<file path="config.mk">
export PLATFORM = sky130hd
export DESIGN_NAME = imlu_top
export DESIGN_NICKNAME = d
export VERILOG_FILES = /design/src/rtl/imlu_pkg.sv /design/src/rtl/imlu_top.sv /design/src/rtl/imlu_pulse_timer.sv
export SDC_FILE = /design/constraint.sdc
export NUM_CORES = 1
export LEC_CHECK = 0
export ABC_CLOCK_PERIOD_IN_PS = 2500
export BUFFER_PORTS_ARGS = -buffer_cell sky130_fd_sc_hd__clkbuf_2
export CAP_MARGIN = 20
export CORE_MARGIN = 2
export CORE_UTILIZATION = 55
export DETAILED_ROUTE_END_ITERATION = 10
export GPL_TIMING_DRIVEN = 0
export PLACE_DENSITY = 0.88
export SYNTH_ARGS = -nofsm -noshare
export SYNTH_HDL_FRONTEND = slang
export SYNTH_SLANG_ARGS = --single-unit
export TNS_END_PERCENT = 1
</file>
<file path="constraint.sdc">
create_clock -name CLOCK_I -period 2.5 [get_ports CLOCK_I]
set_input_delay 0.5 -clock CLOCK_I [delete_from_list [all_inputs] [get_ports CLOCK_I]]
set_output_delay 0.5 -clock CLOCK_I [all_outputs]
set_load 0.05 [all_outputs]
</file>
<file path="src/rtl/imlu_pkg.sv">
// constants and types of the interrupt mask and latch unit
package imlu_pkg;

    // register offsets on the control port
    localparam logic [7:0] IMLU_OFS_CFG  = 8'h32;
    localparam logic [7:0] IMLU_OFS_MASK = 8'h33;
    localparam logic [7:0] IMLU_OFS_LTCH = 8'h36;

    // values after reset
    localparam logic [7:0] IMLU_CFG_RESET  = 8'h00;
    localparam logic [7:0] IMLU_MASK_RESET = 8'hFF;
    localparam logic [1:0] IMLU_LTCH_RESET = 2'h0;
    localparam logic [7:0] IMLU_RDATA_RESET = 8'h00;

    // field positions in the configuration register
    localparam int IMLU_CFG_POL_BIT  = 7;
    localparam int IMLU_CFG_EVT_HI   = 6;
    localparam int IMLU_CFG_EVT_LO   = 5;
    localparam int IMLU_CFG_FILT_BIT = 2;

    // source positions in mask and latched flag registers
    localparam int IMLU_SRC_SIF_BIT = 7;
    localparam int IMLU_SRC_PLL_BIT = 6;

    // pulse timing: 2 ms on, 4 ms period, 200 MHz clock
    localparam int IMLU_CLK_MHZ        = 200;
    localparam int IMLU_PULSE_TIME_US  = 2000;
    localparam int IMLU_PERIOD_TIME_US = 4000;
    localparam int IMLU_PULSE_CYC  = IMLU_PULSE_TIME_US * IMLU_CLK_MHZ;
    localparam int IMLU_PERIOD_CYC = IMLU_PERIOD_TIME_US * IMLU_CLK_MHZ;
    localparam int IMLU_CNT_W      = 20;

    // behaviour of the interrupt output
    typedef enum logic [1:0] {
        IMLU_EVT_LEVEL  = 2'h0,
        IMLU_EVT_RSVD   = 2'h1,
        IMLU_EVT_REPEAT = 2'h2,
        IMLU_EVT_ONCE   = 2'h3
    } imlu_evt_type;

endpackage

</file>
<file path="src/rtl/imlu_top.sv">
// interrupt mask, latch and output pin logic of the audio converter
//
// Operation
// - with behaviour zero the pin is active while any unmasked flag is set.
// - with behaviour two the pin pulses 2 ms in every 4 ms while pending.
// - with behaviour three each unmasked event starts a 2 ms pulse, restarting one in progress.
// - with the readback filter clear every latched flag reads back.
// - with the readback filter set only unmasked flags read back.
// - the mask register resets to all ones, masking every source.
// - mask bit 7 gates the serial interface clock error source.
// - mask bit 6 gates the PLL lock event source.
// - flag bit 7 latches a serial interface clock error and clears on read.
// - flag bit 6 latches a PLL lock event and clears on read.
// - the flag register is read-only, resets to zero, low bits read zero.
// - the polarity bit picks active-low at zero, active-high at one.
`timescale 1ns/1ps
module imlu_top #(
    parameter int PULSE_CYC  = imlu_pkg::IMLU_PULSE_CYC,
    parameter int PERIOD_CYC = imlu_pkg::IMLU_PERIOD_CYC,
    parameter int CNT_W      = imlu_pkg::IMLU_CNT_W
) (
    input  wire logic       CLOCK_I,
    input  wire logic       RESET_I,
    input  wire logic [7:0] REG_ADDR_I,
    input  wire logic [7:0] REG_WDATA_I,
    input  wire logic       REG_WR_I,
    input  wire logic       REG_RD_I,
    input  wire logic       SIF_CLK_ERR_I,
    input  wire logic       PLL_LOCK_I,
    output logic      [7:0] REG_RDATA_O,
    output logic            IRQ_PIN_O
);

    // configuration fields, flag, read data and pin state
    logic                  cfg_pol_reg;
    logic [1:0]            cfg_event_reg;
    logic                  cfg_filter_reg;
    logic [7:0]            mask_reg;
    logic [1:0]            flags_reg;
    logic [1:0]            flags_next;
    logic [7:0]            rdata_reg;
    logic [7:0]            rdata_next;
    logic                  irq_pin_reg;

    // decode and derived terms
    logic                  wr_cfg;
    logic                  wr_mask;
    logic                  rd_ltch;
    logic [1:0]            src_evt;
    logic [1:0]            src_mask;
    logic [1:0]            flags_view;
    logic                  pending;
    logic                  new_unmasked;
    imlu_pkg::imlu_evt_type evt_mode;
    logic                  level_mode;
    logic                  tmr_start;
    logic                  tmr_clear;
    logic                  tmr_repeat;
    logic                  tmr_busy;
    logic                  tmr_active;
    logic                  irq_active;

    // register port decode
    assign wr_cfg  = REG_WR_I && (REG_ADDR_I == imlu_pkg::IMLU_OFS_CFG);
    assign wr_mask = REG_WR_I && (REG_ADDR_I == imlu_pkg::IMLU_OFS_MASK);
    assign rd_ltch = REG_RD_I && (REG_ADDR_I == imlu_pkg::IMLU_OFS_LTCH);

    // sources ordered as {serial clock error, pll lock}
    assign src_evt  = {SIF_CLK_ERR_I, PLL_LOCK_I};
    assign src_mask = {mask_reg[imlu_pkg::IMLU_SRC_SIF_BIT],
                       mask_reg[imlu_pkg::IMLU_SRC_PLL_BIT]};

    // configuration register, reserved bits not stored
    always_ff @(posedge CLOCK_I) begin
        if (RESET_I) begin
            cfg_pol_reg    <= imlu_pkg::IMLU_CFG_RESET[7];
            cfg_event_reg  <= imlu_pkg::IMLU_CFG_RESET[6:5];
            cfg_filter_reg <= imlu_pkg::IMLU_CFG_RESET[2];
        end else if (wr_cfg) begin
            cfg_pol_reg    <= REG_WDATA_I[imlu_pkg::IMLU_CFG_POL_BIT];
            cfg_event_reg  <= REG_WDATA_I[imlu_pkg::IMLU_CFG_EVT_HI:
                                          imlu_pkg::IMLU_CFG_EVT_LO];
            cfg_filter_reg <= REG_WDATA_I[imlu_pkg::IMLU_CFG_FILT_BIT];
        end
    end

    // mask register, all eight bits writable
    always_ff @(posedge CLOCK_I) begin
        if (RESET_I) begin
            mask_reg <= imlu_pkg::IMLU_MASK_RESET;
        end else if (wr_mask) begin
            mask_reg <= REG_WDATA_I;
        end
    end

    // latched flags: cleared by a read, a new event always wins
    always_comb begin
        flags_next = rd_ltch ? 2'h0 : flags_reg;
        flags_next = flags_next | src_evt;
    end

    always_ff @(posedge CLOCK_I) begin
        if (RESET_I) begin
            flags_reg <= imlu_pkg::IMLU_LTCH_RESET;
        end else begin
            flags_reg <= flags_next;
        end
    end

    // readback view of the flags
    assign flags_view = cfg_filter_reg ? (flags_reg & ~src_mask)
                                       : flags_reg;

    // read data mux, unmapped offsets read zero
    always_comb begin
        rdata_next = rdata_reg;
        if (REG_RD_I) begin
            case (REG_ADDR_I)
                imlu_pkg::IMLU_OFS_CFG: begin
                    rdata_next = {cfg_pol_reg, cfg_event_reg,
                                  2'h0, cfg_filter_reg, 2'h0};
                end
                imlu_pkg::IMLU_OFS_MASK: begin
                    rdata_next = mask_reg;
                end
                imlu_pkg::IMLU_OFS_LTCH: begin
                    rdata_next = {flags_view, 6'h00};
                end
                default: begin
                    rdata_next = 8'h00;
                end
            endcase
        end
    end

    always_ff @(posedge CLOCK_I) begin
        if (RESET_I) begin
            rdata_reg <= imlu_pkg::IMLU_RDATA_RESET;
        end else begin
            rdata_reg <= rdata_next;
        end
    end

    // pending and new unmasked events
    assign pending      = |(flags_reg & ~src_mask);
    assign new_unmasked = |(src_evt & ~src_mask);

    // output behaviour selection
    assign evt_mode   = imlu_pkg::imlu_evt_type'(cfg_event_reg);
    assign level_mode = (evt_mode == imlu_pkg::IMLU_EVT_LEVEL)
                     || (evt_mode == imlu_pkg::IMLU_EVT_RSVD);

    // timer control per behaviour
    always_comb begin
        tmr_start  = 1'b0;
        tmr_clear  = 1'b1;
        tmr_repeat = 1'b0;
        case (evt_mode)
            imlu_pkg::IMLU_EVT_REPEAT: begin
                tmr_repeat = 1'b1;
                tmr_clear  = !pending;
                tmr_start  = pending && !tmr_busy;
            end
            imlu_pkg::IMLU_EVT_ONCE: begin
                tmr_clear  = 1'b0;
                tmr_start  = new_unmasked;
            end
            default: begin
                tmr_clear  = 1'b1;
            end
        endcase
    end

    imlu_pulse_timer #(
        .PULSE_CYC  (PULSE_CYC),
        .PERIOD_CYC (PERIOD_CYC),
        .CNT_W      (CNT_W)
    ) u_timer (
        .clk_i    (CLOCK_I),
        .rst_i    (RESET_I),
        .start_i  (tmr_start),
        .clear_i  (tmr_clear),
        .repeat_i (tmr_repeat),
        .busy_o   (tmr_busy),
        .active_o (tmr_active)
    );

    assign irq_active = level_mode ? pending : tmr_active;

    // output pin with selectable polarity
    always_ff @(posedge CLOCK_I) begin
        if (RESET_I) begin
            irq_pin_reg <= 1'b1; // inactive for the reset polarity
        end else begin
            irq_pin_reg <= irq_active ~^ cfg_pol_reg;
        end
    end

    assign REG_RDATA_O = rdata_reg;
    assign IRQ_PIN_O   = irq_pin_reg;

    property p_level_out;
        @(posedge CLOCK_I) disable iff (RESET_I)
        (cfg_event_reg == 2'h0)
        |=> (IRQ_PIN_O == ($past(pending) ~^ $past(cfg_pol_reg)));
    endproperty
    a_level_out: assert property (p_level_out)
        else $error("level pin does not follow pending flags");

    property p_rsvd_level;
        @(posedge CLOCK_I) disable iff (RESET_I)
        (cfg_event_reg == 2'h1 && pending && cfg_pol_reg)
        |=> IRQ_PIN_O;
    endproperty
    a_rsvd_level: assert property (p_rsvd_level)
        else $error("reserved behaviour is not level behaviour");

    property p_repeat_start;
        @(posedge CLOCK_I) disable iff (RESET_I)
        (cfg_event_reg == 2'h2 && pending && !tmr_busy)
        ##1 (cfg_event_reg == 2'h2) |=> (IRQ_PIN_O == $past(cfg_pol_reg));
    endproperty
    a_repeat_start: assert property (p_repeat_start)
        else $error("repeat pulse did not start on pending flag");

    property p_once_start;
        @(posedge CLOCK_I) disable iff (RESET_I)
        (cfg_event_reg == 2'h3 && new_unmasked)
        ##1 (cfg_event_reg == 2'h3) |=> (IRQ_PIN_O == $past(cfg_pol_reg));
    endproperty
    a_once_start: assert property (p_once_start)
        else $error("one-shot pulse did not start on event");

    property p_read_all;
        @(posedge CLOCK_I) disable iff (RESET_I)
        (rd_ltch && !cfg_filter_reg)
        |=> (REG_RDATA_O[7:6] == $past(flags_reg));
    endproperty
    a_read_all: assert property (p_read_all)
        else $error("unfiltered readback differs from flags");

    property p_read_unmasked;
        @(posedge CLOCK_I) disable iff (RESET_I)
        (rd_ltch && cfg_filter_reg)
        |=> (REG_RDATA_O[7:6] == ($past(flags_reg) & ~$past(src_mask)));
    endproperty
    a_read_unmasked: assert property (p_read_unmasked)
        else $error("filtered readback shows a masked flag");

    property p_mask_reset;
        @(posedge CLOCK_I)
        RESET_I |=> (mask_reg == imlu_pkg::IMLU_MASK_RESET);
    endproperty
    a_mask_reset: assert property (p_mask_reset)
        else $error("mask register not all ones after reset");

    property p_sif_masked;
        @(posedge CLOCK_I) disable iff (RESET_I)
        (!cfg_event_reg[1] && mask_reg[7]
            && !(flags_reg[0] && !mask_reg[6]))
        |=> (IRQ_PIN_O != $past(cfg_pol_reg));
    endproperty
    a_sif_masked: assert property (p_sif_masked)
        else $error("masked clock error flag still drives the pin");

    property p_pll_unmasked;
        @(posedge CLOCK_I) disable iff (RESET_I)
        (!cfg_event_reg[1] && !mask_reg[6] && flags_reg[0])
        |=> (IRQ_PIN_O == $past(cfg_pol_reg));
    endproperty
    a_pll_unmasked: assert property (p_pll_unmasked)
        else $error("unmasked pll flag does not drive the pin");

    property p_sif_latch;
        @(posedge CLOCK_I) disable iff (RESET_I)
        SIF_CLK_ERR_I |=> flags_reg[1];
    endproperty
    a_sif_latch: assert property (p_sif_latch)
        else $error("clock error event not latched");

    property p_pll_latch;
        @(posedge CLOCK_I) disable iff (RESET_I)
        PLL_LOCK_I |=> flags_reg[0];
    endproperty
    a_pll_latch: assert property (p_pll_latch)
        else $error("pll lock event not latched");

    property p_low_bits;
        @(posedge CLOCK_I) disable iff (RESET_I)
        rd_ltch |=> (REG_RDATA_O[5:0] == 6'h00);
    endproperty
    a_low_bits: assert property (p_low_bits)
        else $error("unused flag bits read nonzero");

    property p_pol_low;
        @(posedge CLOCK_I) disable iff (RESET_I)
        (!cfg_pol_reg && irq_active) |=> !IRQ_PIN_O;
    endproperty
    a_pol_low: assert property (p_pol_low)
        else $error("active-low pin not driven low when active");

    property p_read_clear;
        @(posedge CLOCK_I) disable iff (RESET_I)
        (rd_ltch && !SIF_CLK_ERR_I && !PLL_LOCK_I) |=> (flags_reg == 2'h0);
    endproperty
    a_read_clear: assert property (p_read_clear)
        else $error("flags not cleared by read");

endmodule

</file>
<file path="src/rtl/imlu_pulse_timer.sv">
// pulse timer for repeating and one-shot interrupt pulses
`timescale 1ns/1ps
module imlu_pulse_timer #(
    parameter int PULSE_CYC  = imlu_pkg::IMLU_PULSE_CYC,
    parameter int PERIOD_CYC = imlu_pkg::IMLU_PERIOD_CYC,
    parameter int CNT_W      = imlu_pkg::IMLU_CNT_W
) (
    input  wire logic clk_i,
    input  wire logic rst_i,
    input  wire logic start_i,
    input  wire logic clear_i,
    input  wire logic repeat_i,
    output logic      busy_o,
    output logic      active_o
);

    localparam logic [CNT_W-1:0] PULSE_LAST  = CNT_W'(PULSE_CYC - 1);
    localparam logic [CNT_W-1:0] PERIOD_LAST = CNT_W'(PERIOD_CYC - 1);
    localparam logic [CNT_W-1:0] PULSE_LEN   = CNT_W'(PULSE_CYC);

    logic [CNT_W-1:0] cnt_reg;
    logic             run_reg;

    // cycle counter: restart, wrap on period, stop after one pulse
    always_ff @(posedge clk_i) begin
        if (rst_i || clear_i) begin
            cnt_reg <= '0;
            run_reg <= 1'b0;
        end else if (start_i) begin
            cnt_reg <= '0;
            run_reg <= 1'b1;
        end else if (run_reg) begin
            if (repeat_i && cnt_reg == PERIOD_LAST) begin
                cnt_reg <= '0;
            end else if (!repeat_i && cnt_reg == PULSE_LAST) begin
                run_reg <= 1'b0;
            end else begin
                cnt_reg <= cnt_reg + 1'b1;
            end
        end
    end

    // first pulse length of each period is the active part
    assign busy_o   = run_reg;
    assign active_o = run_reg && (cnt_reg < PULSE_LEN);

    property p_period_wrap;
        @(posedge clk_i) disable iff (rst_i)
        (run_reg && repeat_i && cnt_reg == PERIOD_LAST
            && !start_i && !clear_i)
        |=> (run_reg && cnt_reg == '0 && active_o);
    endproperty
    a_period_wrap: assert property (p_period_wrap)
        else $error("repeat pulse did not restart after its period");

    property p_one_shot_end;
        @(posedge clk_i) disable iff (rst_i)
        (run_reg && !repeat_i && cnt_reg == PULSE_LAST
            && !start_i && !clear_i)
        |=> (!run_reg && !active_o);
    endproperty
    a_one_shot_end: assert property (p_one_shot_end)
        else $error("one-shot pulse did not end after its length");

endmodule

</file>
==> summary.md <==
| Metric | Value |
|---|---|
| Synth Warn # | `0` |
| RSZ-0062 raised after global routing | `false` |
| DRT Wirelength | `around 5100 um` |
| Post-route DRC violation count | `0` |
| List of most frequent post-synthesis cells | `dfxtp_1 (44), nor2_1 (34), a21oi_1 (18)` |
| Clock tree buffer depth | `2` |
| Worst slew pin tran | `around 0.79 ns` |
| Total Routing Usage GR | `about 25%` |
| Max FFs per register | `20` |
| Worst IR Drop VDD | `roughly 430 uV` |
| Worst hold path class | `in2reg` |
| HPWL Detailed | `3630 um` |
| Clock Sinks | `44` |
| Cts bufs inserted | `5` |
| Top cells by area, synth | `dfxtp_1 (40%), nor2_1 (5.7%), a21oi_1 (4.0%)` |
| Post-CTS Repair Setup Buffers | `0` |
| Initial DRC Count | `193` |
| Yosys top cell area share | `about two fifths` |
| Top FF cell, synth | `dfxtp_1` |
| RD Place Congestion | `a little over 0.9` |
| Syn nets | `292` |
| Die Y | `between 60 and 70 um` |
| Nets | `327` |
| Cells after DPL | `347` |
| Antenna Cells | `0` |
| Post_cts resized | `0` |
| Max Cap Viol | `0` |
| Slew margin rel. | `approximately 47%` |
| Post-synthesis sequential element count | `44` |
| Final Cell Area | `roughly 2500 um^2` |
| Worst Setup EP | `u_timer.cnt_reg[14]$_SDFFE_PP0P_` |
| Worst skew pair latency | `around 0.31 ns` |
| Status | `complete, no violations` |
| FF-to-FF path depth | `6` |
| Vias per Instance | `between 5 and 6` |
| PortBufs | `28` |
| CP Capture Type | `flip-flop` |
| Place WS | `approximately 0.11 ns` |
| Fmax | `around 430 MHz` |
| Crit path DAT | `~2.5 ns` |
| Leak | `~0.86 nW` |
| Worst r2r dst | `u_timer.cnt_reg[14]$_SDFFE_PP0P_` |
| Register area share after synthesis | `between 30% and 40%` |
| Clk slew on worst S/H paths | `around 0.09 ns` |
| CP Data Required Time | `between 2 and 3 ns` |
| Routed Antenna Nets | `0` |
| Die area | `roughly 4600 um^2` |
| Met3 wire length | `about 400 um` |
| Setup Skew | `about 0.007 ns` |
| IO Count | `31` |
| Min cycle time layout | `around 2.3 ns` |
| Worst Hold Depth | `2` |
| Metal2 WL | `around 2400 um` |
| Detailed Routing Iterations Pass 1 | `4` |
| Initial Utilization | `between 50 and 60%` |
| Final hold violations | `0` |
| Yosys cell types | `between 40 and 50` |
| Hold_buf cts | `0` |
| Final Instance Count excl. Fillers | `355` |
| Initial antenna violation count | `0` |
| Post-Syn Area | `roughly 2200 um^2` |
| Setup crit start | `u_timer.cnt_reg[10]$_SDFFE_PP0P_` |
| Final Max Slew Viols | `0` |
| Max layer used | `met4` |
| Cell Rows | `23` |
| Most common cell in the netlist | `dfxtp_1` |
| Core ar. | `around 3900 um^2` |
| Area leader, netlist | `dfxtp_1` |
| H-tree depth | `2` |
| Global-route wire length before repair | `~8600 um` |
| Avg WL per Cell | `around 14 um` |
| CTS Root Buffer Type | `clkbuf_8` |
| Crit Path Class | `reg2reg` |
| Final worst slack | `around 0.2 ns` |
| Setup TNS | `0 ns` |
| Worst setup SP type | `flip-flop` |
| Wl on met1 | `2230 um` |
| Setup violations, final | `0` |
| GR Overflow Total | `0` |
| Async S/R FF share, synth | `0%` |
| Layout cells sized above 1 | `14.8%` |
| Die Wd | `a little under 70 um` |
| Post-Place Cell Area | `2430 um^2` |
| Synth Area per Inst | `8.28 um^2` |
| Post-synth EDFFs | `0` |
| R2R Setup Slk | `0.20 ns` |
| Final period utilization | `between 90 and 100%` |
| Area delta synth->final | `14.3%` |
| WHS | `between 0.3 and 0.4 ns` |
| FILL cells | `~320` |
| Vias in the first global route | `1,899` |
| Reg2reg start | `u_timer.cnt_reg[10]$_SDFFE_PP0P_` |
| Routed via count | `approximately 2,100` |
| CP max FO | `8` |
| CTS tree | `yes` |
| Largest net degree at the start of global routing | `16` |
| Power Dens Cells | `518 nW/um^2` |
| Cells after synthesis | `about 270` |
## per-layer routing
metal / track usage [%] / up-vias
li1: - / 1052
met2: 39.6 / 79
met1: 32.3 / 973
met5: 0 / -
met4: 8.67 / 0
met3: 5.67 / 5
## worst min-delay path by stage
| stage | endpoint | start | slack (ns) |
|---|---|---|---|
| 3_3_place_gp | REG_RDATA_O[2]$_SDFFE_PP0P_ | REG_RDATA_O[2]$_SDFFE_PP0P_ | 0.46 |
| 5_1_grt | mask_reg[0]$_SDFFE_PP1P_ | REG_WDATA_I[0] | 0.39 |
| 2_1_floorplan | REG_RDATA_O[0]$_SDFFE_PP0P_ | mask_reg[0]$_SDFFE_PP1P_ | 0.45 |
| 3_5_place_dp | REG_RDATA_O[2]$_SDFFE_PP0P_ | REG_RDATA_O[2]$_SDFFE_PP0P_ | 0.46 |
| 4_1_cts | mask_reg[4]$_SDFFE_PP1P_ | REG_WDATA_I[4] | 0.40 |
| 6_report | mask_reg[0]$_SDFFE_PP1P_ | REG_WDATA_I[0] | 0.40 |
## where the power goes
group	total, mW	switching (mW)	internal [mW]
clock	0.567	0.266	0.301
combinational	0.0473	0.0261	0.0211
sequential	0.705	0.00231	0.703
## stage by stage
stage	total power [mW]	utilization [%]
5_1_grt	1.37	64.6
3_3_place_gp	0.768	61.7
3_5_place_dp	0.769	61.7
4_1_cts	1.32	64.6
2_1_floorplan	0.744	-
6_report	1.32	64.6
## cell usage in the layout, fill, tap and decap left out, types with 3 or more instances in the layout
cell and n:
nand4b_1 3, mux2i_1 5, or3_1 3, a211o_1 8
nor3_1 8, nor4_1 4, a31oi_1 4, o211ai_1 3
nand2b_1 5, a211oi_1 3, dfxtp_1 44, nor2b_1 12
nand4_1 5, clkbuf_2 28, a22o_1 3, and3_1 6
a32o_1 6, nand3_1 13, clkbuf_8 5, o21ai_0 8
xor2_1 4, clkbuf_1 13, a21oi_1 18, inv_1 10
nand2_1 15, nor2_1 34
## critical path: stages (launching register included)
cell	delay, ns
dfxtp_1	0.31
clkbuf_1	0.31
or4b_1	0.54
nor4_4	0.37
a31oi_1	0.07
or3_1	0.33
a32o_1	0.26
## area by class of cell
class	instances	area [um^2]	area share (%)
flip-flops and latches	44	881	34.6
plain buffers	16	62.6	2.46
well taps	50	62.6	2.46
multi-input cells	199	1250	49.0
clock inverters	3	46.3	1.82
repair buffers	28	140	5.50
inverters	10	37.5	1.47
clock buffers	5	68.8	2.70
## logic make-up after synthesis
logic type | count (synthesis) | share of synthesized area, %
AOI/OAI and AO/OA | 60 | 18.6
xor gates and xnor gates | 6 | 2.36
adders and majority gates | 1 | 0.561
buffers and inverters | 26 | 4.49
DFF | 44 | 39.5
muxes | 7 | 3.26
and+or+nand+nor | 125 | 31.2
(Power assumes the default switching activity.)
